<file path="src/common/ibf_defs.vh">
// constants for the i2c busy and slave-match flag block
`ifndef IBF_DEFS_VH
`define IBF_DEFS_VH
`define IBF_ADDR_W      10
`define IBF_CLR_INTENDED 1'b0
`define IBF_CLR_ASBUILT  1'b1
`define IBF_BIT_CNT_W   4
`define IBF_BIT_ACK     4'h8
`define IBF_ST_IDLE     3'h0
`define IBF_ST_ADDR1    3'h1
`define IBF_ST_ACK1     3'h2
`define IBF_ST_ADDR2    3'h3
`define IBF_ST_ACK2     3'h4
`define IBF_ST_DATA     3'h5
`define IBF_ST_SKIP     3'h6
`define IBF_TEN_HDR     5'h1E
`endif

</file>
<file path="src/rtl/ibf_flags.v">
// i2c bus-busy and own-address-matched status flags
// What this block does
// - bus_busy_flag sets on a START and clears on a STOP seen on the bus.
// - with peripheral_run_control low no START or STOP is seen and busy holds its value.
// - after power-up busy reads 0 until run control is 1 and a START or STOP is seen.
// - after one START or STOP following release, busy shows the true bus state.
// - own_address_matched sets on recognising the own address in 7-bit or 10-bit mode.
// - intended clearing is on STOP or on a different slave address, in either mode.
// - as-built 7-bit clears on NACK, STOP or repeated START, not on another address.
// - as-built 10-bit clears on NACK, STOP or another address, not on repeated START.
// - when the match flag clears the block stops acting as an addressed slave.
`timescale 1ns/1ps
`include "ibf_defs.vh"
module ibf_flags #(
  parameter CLR_MODE = `IBF_CLR_INTENDED
) (
  input  wire                  clk_sys,
  input  wire                  rst_b,
  input  wire                  sclIn,
  input  wire                  sdaIn,
  input  wire                  peripheralRunControl,
  input  wire                  tenBitMode,
  input  wire [`IBF_ADDR_W-1:0] ownAddr,
  output reg                   busBusyFlag,
  output reg                   ownAddressMatched,
  output reg                   slaveActive,
  output reg                   sdaOut,
  output reg                   sdaOe
);
  localparam ST_IDLE  = `IBF_ST_IDLE;
  localparam ST_ADDR1 = `IBF_ST_ADDR1;
  localparam ST_ACK1  = `IBF_ST_ACK1;
  localparam ST_ADDR2 = `IBF_ST_ADDR2;
  localparam ST_ACK2  = `IBF_ST_ACK2;
  localparam ST_DATA  = `IBF_ST_DATA;
  localparam ST_SKIP  = `IBF_ST_SKIP;

  wire sclQ;
  wire sclRise;
  wire sclFall;
  wire sdaQ;
  wire sdaRise;
  wire sdaFall;

  // both lines share one latency so their relative order is kept
  ibf_line_sync uScl (
    .clk_sys (clk_sys),
    .rst_b   (rst_b),
    .lineIn  (sclIn),
    .lineQ   (sclQ),
    .rise    (sclRise),
    .fall    (sclFall)
  );

  ibf_line_sync uSda (
    .clk_sys (clk_sys),
    .rst_b   (rst_b),
    .lineIn  (sdaIn),
    .lineQ   (sdaQ),
    .rise    (sdaRise),
    .fall    (sdaFall)
  );

  // detection gated by run control; in reset no condition is seen
  wire startSeen = peripheralRunControl & sclQ & sdaFall;
  wire stopSeen  = peripheralRunControl & sclQ & sdaRise;

  reg [2:0]                 state_q;
  reg [2:0]                 state_d;
  reg [`IBF_BIT_CNT_W-1:0]  bitCnt_q;
  reg [7:0]                 shift_q;
  reg                       tenHit_q;
  reg                       ackDrive_q;

  // shift register takes the synced sda at each synced scl rise
  wire [7:0] shiftNext = {shift_q[6:0], sdaQ};

  // no clear on run control: the flag keeps its last value while held
  always @(posedge clk_sys or negedge rst_b) begin
    if (!rst_b) begin
      busBusyFlag <= 1'b0;
    end else if (startSeen) begin
      busBusyFlag <= 1'b1;
    end else if (stopSeen) begin
      busBusyFlag <= 1'b0;
    end
  end

  // slots in which the ninth clock is acked by this block
  function ackSlot;
    input [2:0] st;
    begin
      ackSlot = (st == ST_ACK1) || (st == ST_ACK2);
    end
  endfunction

  // address phase tracking
  // gated by run control so no match can set while held in reset
  wire byteDone = peripheralRunControl & sclRise & (bitCnt_q == 4'h7);
  wire addr7Hit = (shiftNext[7:1] == ownAddr[6:0]);
  wire hdrHit   = (shiftNext[7:3] == `IBF_TEN_HDR) & (shiftNext[2:1] == ownAddr[9:8]);
  wire lowHit   = (shiftNext == ownAddr[7:0]);

  reg matchSet;
  reg otherAddr;
  reg nackSeen;
  always @* begin
    state_d   = state_q;
    matchSet  = 1'b0;
    otherAddr = 1'b0;
    nackSeen  = 1'b0;
    case (state_q)
      ST_IDLE:  state_d = ST_IDLE;
      ST_ADDR1: begin
        if (byteDone) begin
          if (!tenBitMode && addr7Hit) begin
            matchSet = 1'b1;
            state_d  = ST_ACK1;
          end else if (tenBitMode && hdrHit) begin
            state_d = ST_ACK1;
          end else begin
            otherAddr = 1'b1;
            state_d   = ST_SKIP;
          end
        end
      end
      ST_ACK1: begin
        if (sclRise) begin
          if (tenBitMode && !tenHit_q && !ownAddressMatched) begin
            state_d = ST_ADDR2;
          end else begin
            state_d = ST_DATA;
          end
        end
      end
      ST_ADDR2: begin
        if (byteDone) begin
          if (lowHit) begin
            matchSet = 1'b1;
            state_d  = ST_ACK2;
          end else begin
            otherAddr = 1'b1;
            state_d   = ST_SKIP;
          end
        end
      end
      ST_ACK2:  if (sclRise) state_d = ST_DATA;
      ST_DATA: begin
        // data bytes are never acked here, so a high ninth bit reads as nack
        if (sclRise && bitCnt_q == `IBF_BIT_ACK && sdaQ && ownAddressMatched) begin
          nackSeen = 1'b1;
        end
      end
      // rest of a frame for another slave is ignored until START or STOP
      ST_SKIP:  state_d = ST_SKIP;
      default:  state_d = ST_IDLE;
    endcase
  end

  // clear sources per mode; set wins over clear in the same cycle
  // as-built 7-bit cannot drop on another address: that always follows a START
  reg matchClr;
  always @* begin
    if (CLR_MODE == `IBF_CLR_INTENDED) begin
      matchClr = stopSeen | otherAddr;
    end else if (!tenBitMode) begin
      matchClr = stopSeen | nackSeen | startSeen;
    end else begin
      matchClr = stopSeen | nackSeen | otherAddr;
    end
  end

  always @(posedge clk_sys or negedge rst_b) begin
    if (!rst_b) begin
      state_q           <= ST_IDLE;
      bitCnt_q          <= 4'h0;
      shift_q           <= 8'h00;
      tenHit_q          <= 1'b0;
      ownAddressMatched <= 1'b0;
      slaveActive       <= 1'b0;
      ackDrive_q        <= 1'b0;
      sdaOut            <= 1'b0;
      sdaOe             <= 1'b0;
    end else begin
      if (startSeen) begin
        // repeated start in 10-bit mode keeps the header match for reads
        tenHit_q <= ownAddressMatched & tenBitMode;
        state_q  <= ST_ADDR1;
        bitCnt_q <= 4'h0;
      end else if (stopSeen || !peripheralRunControl) begin
        tenHit_q <= 1'b0;
        state_q  <= ST_IDLE;
        bitCnt_q <= 4'h0;
      end else begin
        state_q <= state_d;
        if (sclRise) begin
          shift_q  <= shiftNext;
          bitCnt_q <= (bitCnt_q == `IBF_BIT_ACK) ? 4'h0 : bitCnt_q + 4'h1;
        end
      end
      if (matchSet) begin
        ownAddressMatched <= 1'b1;
      end else if (matchClr || !peripheralRunControl) begin
        ownAddressMatched <= 1'b0;
      end
      // slave role follows the flag exactly
      slaveActive  <= matchSet | (ownAddressMatched & ~(matchClr | ~peripheralRunControl));
      // ack on the ninth clock: low from the fall after bit eight to the next fall
      if (sclFall && ackSlot(state_q)) begin
        ackDrive_q <= 1'b1;
      end else if (sclFall || startSeen || stopSeen || !peripheralRunControl) begin
        ackDrive_q <= 1'b0;
      end
      // registered once more so the enable is a clean flop output
      sdaOut <= 1'b0;
      sdaOe  <= ackDrive_q & peripheralRunControl;
    end
  end
endmodule // ibf_flags

</file>
<file path="src/rtl/ibf_line_sync.v">
// two-flop synchroniser with edge detection on the second stage
`timescale 1ns/1ps
module ibf_line_sync (
  input  wire clk_sys,
  input  wire rst_b,
  input  wire lineIn,
  output reg  lineQ,
  output wire rise,
  output wire fall
);
  reg meta_q;
  reg sync_q;

  // meta_q feeds only sync_q
  always @(posedge clk_sys or negedge rst_b) begin
    if (!rst_b) begin
      meta_q <= 1'b1;
      sync_q <= 1'b1;
      lineQ  <= 1'b1;
    end else begin
      meta_q <= lineIn;
      sync_q <= meta_q;
      lineQ  <= sync_q;
    end
  end

  assign rise = sync_q & ~lineQ;
  assign fall = ~sync_q & lineQ;
endmodule // ibf_line_sync
</file>
<file path="config.mk">
export PLATFORM = sky130hd
export DESIGN_NAME = ibf_flags
export DESIGN_NICKNAME = d
export VERILOG_FILES = /design/src/rtl/ibf_flags.v /design/src/rtl/ibf_line_sync.v
export VERILOG_INCLUDE_DIRS = /design/src /design/src/common
export SDC_FILE = /design/constraint.sdc
export NUM_CORES = 1
export LEC_CHECK = 0
export BUFFER_PORTS_ARGS = -buffer_cell sky130_fd_sc_hd__clkbuf_2
export CAP_MARGIN = 5
export CORE_MARGIN = 2
export CORE_UTILIZATION = 35
export CTS_BUF_LIST = sky130_fd_sc_hd__clkbuf_8
export DETAILED_ROUTE_END_ITERATION = 10
export GPL_TIMING_DRIVEN = 0
export SLEW_MARGIN = 15
export SYNTH_ARGS = -nofsm -noshare
export SYNTH_HDL_FRONTEND = slang
export SYNTH_SLANG_ARGS = --single-unit
</file>
<file path="constraint.sdc">
create_clock -name clk_sys -period 1.81 [get_ports clk_sys]
set_input_delay 0.362 -clock clk_sys [delete_from_list [all_inputs] [get_ports clk_sys]]
set_output_delay 0.362 -clock clk_sys [all_outputs]
set_load 0.02 [all_outputs]
</file>
Yosys cells after proc, flatten, opt, wreduce, memory -nomap -nowiden

Cells that the tools add are included.

Register bits after elaboration: 26
Output and inout bits: 5
Word-level logic and storage cells: 113

Add/sub/neg operators: 1
Equality and inequality tests: 17
Multiplexer cells: 34
Bitwise operators: 24
Reduce and logical (&&, ||, !) cells: 22

Operator list:

| operator            | count |
|---|---|
| $mux 3              | 9 |
| $pmux 3 s6          | 1 |
| $mux 1              | 17 |
| $mux 4              | 4 |
| $ne 4x4->1 const B  | 4 |
| $and 1x1->1         | 13 |
| $eq 3x3->1 const B  | 3 |
| $eq 8x8->1          | 1 |
| $not 1->1           | 8 |
| $reduce_bool 2->1   | 4 |
| $eq 7x7->1          | 1 |
| $eq 3x2->1 const B  | 2 |
| $logic_or 1x1->1    | 6 |
| $eq 5x5->1 const B  | 1 |
| $logic_and 1x1->1   | 5 |
| $reduce_and 5->1    | 1 |
| $add 4x1->4 const B | 1 |
| $eq 4x3->1 const B  | 1 |
| $eq 4x4->1 const B  | 1 |
| $logic_not 1->1     | 4 |
| $pmux 1 s2          | 2 |
| $eq 3x1->1 const B  | 1 |
| $ne 3x3->1 const B  | 1 |
| $or 1x1->1          | 3 |
| 4 further kinds     | 4 |

Logic depth before layout (Yosys ltp)

Gate-level depths: netlist of the first run.

Depth after elaboration: 12
Gate-level depth with buffers: 6

By module

From an unflattened synthesis of the first run, not the netlist that was laid out.

Cell total of the unflattened synthesis: 140
Area, all modules: 1417.6 µm²

Modules (own cells, without submodules):

| module        | times used | cells each | area each (µm²) | sequential area each (µm²) |
|---|---|---|---|---|
| ibf_flags     | 1          | 130        | 1229.9          | 500.5 |
| ibf_line_sync | 2          | 5          | 93.8            | 78.8 |

Worst setup path after synthesis of the first run

OpenSTA, ideal clock, no wires.

Kind: reg-to-reg
Start point: reg shift_q[2]
End point: reg ownAddressMatched
Library setup time: 65 ps
Arrival: 1604 ps
Data required time: 1745 ps
Path slack: 141 ps
Stages on the path, launching flop included: 6
Path buffers: 0
Clock period less this slack: 1669 ps
Cells stage by stage: dfrtp_1 > nand4b_1 > or4_1 > nor2b_4 > a221oi_2 > a311o_2

Cells in the longest elaborated chain, start to end: 10

Ends and longest elaborated chain:

| element                            | line            | RTL |
|---|---|---|
| start, declared                    | ibf_flags.v:71  | `reg [7:0] shift_q;` |
| start signal, assigned             | ibf_flags.v:197 | `shift_q <= shiftNext;` |
| $eq 5x5->1 (no source line)        | n/a             |  |
| $and 1x1->1                        | ibf_flags.v:101 | `` wire hdrHit = (shiftNext[7:3] == `IBF_TEN_HDR) & (shiftNext[2:1] == ownAddr[9:8]); `` |
| $logic_and 1x1->1                  | ibf_flags.v:119 | `end else if (tenBitMode && hdrHit) begin` |
| $mux 1                             | ibf_flags.v:119 |  |
| $mux 1                             | ibf_flags.v:116 | `if (!tenBitMode && addr7Hit) begin` |
| $mux 1                             | ibf_flags.v:115 | `if (byteDone) begin` |
| $pmux 1 s2                         | ibf_flags.v:112 | `case (state_q)` |
| $or 1x1->1                         | ibf_flags.v:165 | `matchClr = stopSeen \| otherAddr;` |
| $logic_or 1x1->1                   | ibf_flags.v:203 | `end else if (matchClr \|\| !peripheralRunControl) begin` |
| $reduce_bool 2->1 (no source line) | n/a             |  |
| end signal, assigned               | ibf_flags.v:179 | `ownAddressMatched <= 1'b0;` |
| end signal, assigned               | ibf_flags.v:202 | `ownAddressMatched <= 1'b1;` |
| end signal, assigned               | ibf_flags.v:204 | `ownAddressMatched <= 1'b0;` |
| end, declared                      | ibf_flags.v:25  | `output reg ownAddressMatched,` |

Several ways; a longest one is shown, not always the timed one.
A chain may end at the register's enable or synchronous reset.

Worst setup path in the final report of the first run

Start point: reg shift_q[2]
End point: reg slaveActive

Cells in the longest elaborated chain, start to end: 12

Ends and longest elaborated chain:

| element                     | line            | RTL |
|---|---|---|
| $eq 5x5->1 (no source line) | n/a             |  |
| $and 1x1->1                 | ibf_flags.v:101 |  |
| $logic_and 1x1->1           | ibf_flags.v:119 |  |
| $mux 1                      | ibf_flags.v:119 |  |
| $mux 1                      | ibf_flags.v:116 |  |
| $mux 1                      | ibf_flags.v:115 |  |
| $pmux 1 s2                  | ibf_flags.v:112 |  |
| $or 1x1->1                  | ibf_flags.v:165 |  |
| $or 1x1->1                  | ibf_flags.v:207 | `slaveActive <= matchSet \| (ownAddressMatched & ~(matchClr \| ~peripheralRunControl));` |
| $not 1->1                   | ibf_flags.v:207 |  |
| $and 1x1->1                 | ibf_flags.v:207 |  |
| $or 1x1->1 *                | ibf_flags.v:207 |  |
| end signal, assigned        | ibf_flags.v:207 |  |
| end, declared               | ibf_flags.v:26  | `output reg slaveActive,` |

Every way passes the cells marked *; elsewhere a longest branch is shown, timed or not.

==> metrics, run 1 <==
final hold slack 0.0870 ns; Slew Viols, Final 0; cell area after synthesis 1490 um2; Setup Crit Path Kind reg2reg; post-layout util 43.8%; commonest non-fill, non-tap cell in the layout nand2_1; Power, Total 1.42 mW; Total GRT Usage 13.6%; wire per inst 13.1 um; std cell rows 23; # hold bufs at CTS 0; fin crit share 96.3%; Die Area 4800 um2; Synth Warn # 0; top-level I/O count 21; max-cap check violation count 0; Clock Skews 0.00841 ns; Die H 69.3 um; commonest cells after routing, fill and taps aside 35 x nand2_1, 20 x clkbuf_2, 18 x dfrtp_1, 17 x xor2_1, 11 x nor2_1; CTS tree built; CP arrival 1.96 ns; Synth area leaders dfrtp_1 34%, dfstp_2 11%, xor2_1 10%, nand2_1 8.8%, o21ai_0 3.0%; Final WS setup 0.0672 ns; Pre-antenna DRT Iters 4; Syn Nets 184; Initial Utilization 36.8%; Area growth, synth to finish 19.1%; Power Dens Cells 797 nW/um2; Synth top area share 33.6%; Clk Latency, worst-skew pair 0.28 ns; RSZ-0062 raised after global routing yes; Reg with most FFs shift_q; P_leak 0.821 nW; Synth area leader dfrtp_1; Critical path buffers and inverters 0; n_diodes 0; FMAX 0.574 GHz; vias in the first global route 1134; Congestion Overflow GR 0; Syn Area/Cell 8.98 um2; # nets final 211; drt first-iter violations 104; initial antenna violation count 0; clk sinks 26; Post-synth EDFFs 0; routability cong. 0.794; Tmin final 1.74 ns; Vias 1261; via/cell ratio 5.21; Distinct cells, synth 43; crit-path leading delay family simple AND/OR/NAND/NOR gates; Slew Limit Headroom 56.5%; ratio of cells with drive above 1 in the final layout 25.0%; Mapped Cells 166; Fin. Hold Viols 0; Clock Pin Slew Worst Setup and Hold Paths 0.10 ns; Placeable Area 4060 um2; Die Span X 69.3 um; DP Wirelength 2210 um; status completed; CP max stage delay 0.54 ns; max reg flops 7; Critical Path Start Type flop; Bufs on Longest Clock Path 2; worst slew pin tran 0.653 ns; Port Buf Inserts 19; pre-CTS WS -0.113 ns; clk root buf clkbuf_8; crit-path max FO 5; register area share after synthesis 44.1%; first-pass GRT wire length 5340 um; crit-path cells nand4b_1 -> or4_4 -> nor2b_4 -> a221oi_2 -> a311o_2; WP data required 2.03 ns; Hold WC Path Type in2async; largest net degree at the start of global routing 27; CP max stage cell or4_4; ys async rst share 100%; # setup viols final 0; Worst VDD drop 0.343 mV; Num CTS Buffers 3; Crit. End Element flop; top flop regs shift_q x7, bitCnt_q x4, state_q x3; Post-Route WL 3180 um; post-synthesis sequential element count 26; H-tree Lvls 1; DRC violations left 0; top_reg_cell synth dfrtp_1; antenna viol nets, final 0
## cells in the mapped netlist (3+ instances only)
master / number
a21oi_1: 6
buf_2: 3
clkbuf_1: 4
dfrtp_1: 20
dfstp_2: 6
inv_1: 5
nand2_1: 35
nand2b_1: 3
nand3_1: 4
nor2_1: 11
nor2b_1: 3
nor4_1: 4
o21ai_0: 9
xor2_1: 17
## where the power goes
part	internal [mW]	leakage, nW	total [mW]	switching (mW)
Sequential	0.633	0.333	0.707	0.0742
Combinational	0.103	0.452	0.214	0.111
Clock	0.296	0.0357	0.494	0.198
## cell type report
cell class	count	area, um2
fill	392	2280
tap	50	62.6
clock inverter	1	30.0
multi-input combinational	127	798
buffer	6	32.5
clock buffer	3	41.3
inverter	5	18.8
sequential	26	661
timing repair buffer	24	133
## path summary, 6_finish.rpt
check | startpoint | endpoint | slack (ns) | cells after the start
min | rst_b | busBusyFlag | 0.09 | 1
min reg2reg | uScl.meta_q | uScl.sync_q | 0.36 | 0
min in group clk_sys | sdaIn | uSda.meta_q | 0.15 | 1
max in group asynchronous | rst_b | shift_q[2] | 1.25 | 1
max | shift_q[2] | slaveActive | 0.07 | 5
max reg2reg | shift_q[2] | slaveActive | 0.07 | 5
## worst reg2reg max path, delay by kind of cell, from the launching register on
kind | cells | cell delay [ns]
flops | 1 | 0.45
compound gates | 2 | 0.39
simple gates | 3 | 0.85
## stage by stage
| step | area (um2) | setup TNS, ns | std cells |
|---|---|---|---|
| 2_1_floorplan | 1490 | 0 | 166 |
| 3_3_place_gp | 1650 | -0.468 | 235 |
| 3_5_place_dp | 1650 | -0.296 | 235 |
| 4_1_cts | 1740 | 0 | 239 |
| 5_1_grt | 1780 | -0.0183 | 242 |
| 6_report | 1780 | 0 | 242 |
## per-layer routing
metal / track usage [%] / up-vias / share of wire (%) / wire, um
li1: - / 628 / - / -
met5: 0 / - / 0 / 0
met1: 18.8 / 605 / 48 / 1530
met2: 21.0 / 23 / 47 / 1510
met3: 2.33 / 5 / 2.8 / 88
met4: 5.88 / 0 / 1.6 / 51
## repair_timing
item	CTS	global route
buffers inserted	0	5
pin swaps	0	4
setup endpoints to repair	6	4
resized for setup	5	7
## logic make-up after synthesis
group,share of synthesized area [%]
flip-flops,44.1
XOR/XNOR,11.2
AO/OA/AOI/OAI,16.2
adder cells (fa/ha/maj),1.68
other,0.251
buffers and inverters,3.77
AND/OR/NAND/NOR,22.8
No activity file was read; power rests on OpenSTA's default activity.
==> inputs of run 2 (changes only) <==
--- a/config.mk
+++ b/config.mk
@@ -6,9 +6,9 @@
 export SDC_FILE = /design/constraint.sdc
 export NUM_CORES = 1
 export LEC_CHECK = 0
+export ABC_AREA = 1
 export BUFFER_PORTS_ARGS = -buffer_cell sky130_fd_sc_hd__clkbuf_2
 export CAP_MARGIN = 5
-export CORE_MARGIN = 2
 export CORE_UTILIZATION = 35
 export CTS_BUF_LIST = sky130_fd_sc_hd__clkbuf_8
 export DETAILED_ROUTE_END_ITERATION = 10
==> metrics, run 2 <==
top flop regs shift_q x7, bitCnt_q x4, state_q x3; Slew Viols, Final 0; Fin. Hold Viols 0; Bufs on Longest Clock Path 2; cell with the most instances after synthesis nand2_1; via/cell ratio 4.68; wire per inst 10.9 um; clk root buf clkbuf_8; CP max stage cell dfstp_2; # nets final 246; Synth top area share 32.7%; setup bufs post-CTS 0; Synth area leader dfrtp_1; routability cong. 0.791; crit-path leading delay family flip-flops; # hold bufs at CTS 0; Mapped Cells 204; ys async rst share 100%; Clock Skews 0.00468 ns; H-tree Lvls 1; Crit. End Element flop; Power Dens Cells 817 nW/um2; RSZ-0062 raised after global routing no; crit-path cells inv_2 -> nand4_2 -> nand2_2 -> nor2_4 -> nand2_1 -> o22ai_1; Post-Route WL 3030 um; WP data required 2.01 ns; top-level I/O count 21; Layout fillers 427; Critical path buffers and inverters 1; Initial Utilization 37.5%; clk sinks 26; Placeable Area 4090 um2; Tmin final 1.37 ns; Post-synth EDFFs 0; Syn Area/Cell 7.51 um2; post-layout util 43.1%; register area share after synthesis 43.0%; Pre-antenna DRT Iters 4; Die Span X 68.2 um; Num CTS Buffers 3; commonest cells after routing, fill and taps aside 68 x nand2_1, 23 x inv_1, 20 x dfrtp_1, 19 x clkbuf_2, 14 x nand3_1; worst slew pin tran 0.655 ns; fin crit share 75.9%; Synth area leaders dfrtp_1 33%, nand2_1 17%, dfstp_2 10%, inv_1 5.6%, nand3_1 4.6%; DP Wirelength 2270 um; post-synthesis sequential element count 26; Die Area 4640 um2; Area growth, synth to finish 15.0%; DRC violations left 0; Die H 68.2 um; max-cap check violation count 0; crit-path max FO 7; CP max stage delay 0.57 ns; Setup Crit Path Kind reg2reg; vias in the first global route 1219; Worst VDD drop 0.384 mV; CP arrival 1.57 ns; drt first-iter violations 70; ratio of cells with drive above 1 in the final layout 26.0%; top_reg_cell synth dfrtp_1; P_leak 0.902 nW; # setup viols final 0; antenna viol nets, final 0; max reg flops 7; setup TNS 0 ns; FMAX 0.728 GHz; Reg with most FFs shift_q; post_cts resized 0; Syn Nets 222; Hold WC Path Type in2async; std cell rows 23; Synth Warn # 0; commonest non-fill, non-tap cell in the layout nand2_1; n_diodes 0; Congestion Overflow GR 0; top cells by count, synth 68 x nand2_1, 23 x inv_1, 20 x dfrtp_1; status completed; Clock Pin Slew Worst Setup and Hold Paths 0.09 ns; Port Buf Inserts 19; Distinct cells, synth 31; Critical Path Start Type flop; Total GRT Usage 16.1%; first-pass GRT wire length 5450 um; CTS tree built; Slew Limit Headroom 56.3%; cell area after synthesis 1530 um2; Clk Latency, worst-skew pair 0.27 ns; Vias 1297; largest net degree at the start of global routing 27; initial antenna violation count 0
## run 2: changes by cell type in the layout (fill, tap and decap cells not counted), moves of 5 or more
cell and delta:
nand2_1 +33, inv_1 +18, xor2_1 -16, nand3_1 +10, inv_2 +8, buf_4 -6, nand2_2 +6, a21oi_1 -5
nand4_1 +5, nor2_2 +5
## run 2: through the flow
step	hold WS [ns]	total power [mW]	instance area [um2]	setup slack, ns	std cells
2_1_floorplan	0.0664	0.873	1530	0.596	204
3_3_place_gp	0.346	0.958	1690	0.423	273
3_5_place_dp	0.349	0.959	1690	0.434	273
4_1_cts	0.124	1.46	1760	0.412	277
5_1_grt	0.134	1.53	1760	0.259	277
6_report	0.0990	1.44	1760	0.436	277
## run 2: layout make-up
type | count | area, um2 | share of cell area [%]
tap | 50 | 62.6 | 3.55
multi-input combinational | 143 | 731 | 41.5
sequential | 26 | 658 | 37.4
clock buffer | 3 | 41.3 | 2.35
inverter | 33 | 124 | 7.04
clock inverter | 1 | 30.0 | 1.71
timing repair buffer | 19 | 95.1 | 5.40
buffer | 2 | 18.8 | 1.07
## run 2: layer usage
metal / routed length [um] / up-vias / global-route usage [%] / part of all wire [%]
met4: 50 / 0 / 6.77 / 1.6
li1: - / 684 / - / -
met3: 109 / 5 / 2.83 / 3.6
met2: 1280 / 21 / 24.1 / 42
met5: 0 / - / 0 / 0
met1: 1590 / 587 / 22.5 / 52
## run 2: final timing paths
| kind | start | endpoint | slack, ns | cells after the start |
|---|---|---|---|---|
| worst max-delay path | uSda.lineQ | bitCnt_q[3] | 0.44 | 6 |
| worst min-delay path | rst_b | bitCnt_q[0] | 0.1 | 1 |
| worst max register to register | uSda.lineQ | bitCnt_q[3] | 0.44 | 6 |
| worst min register to register | uScl.meta_q | uScl.sync_q | 0.36 | 0 |
| max in group asynchronous | rst_b | shift_q[6] | 1.29 | 1 |
| min in group clk_sys | sdaIn | uSda.meta_q | 0.15 | 1 |
## run 2: cell families (layout without fill, tap and decap cells)
group / count (synthesis) / in the layout / share of synthesized area (%)
compound gates: 21 / 21 / 8.58
xor+xnor: 4 / 4 / 2.29
fa+ha+maj: 2 / 2 / 1.63
buf+inv: 35 / 58 / 9.31
flops: 26 / 26 / 43.0
other cells: 1 / 1 / 0.245
simple gates: 115 / 115 / 35.0
## run 2: report_power, final
part / switching [mW] / internal [mW]
clock network: 0.194 / 0.296
registers: 0.0591 / 0.634
logic: 0.157 / 0.0984
total: 0.410 / 1.03
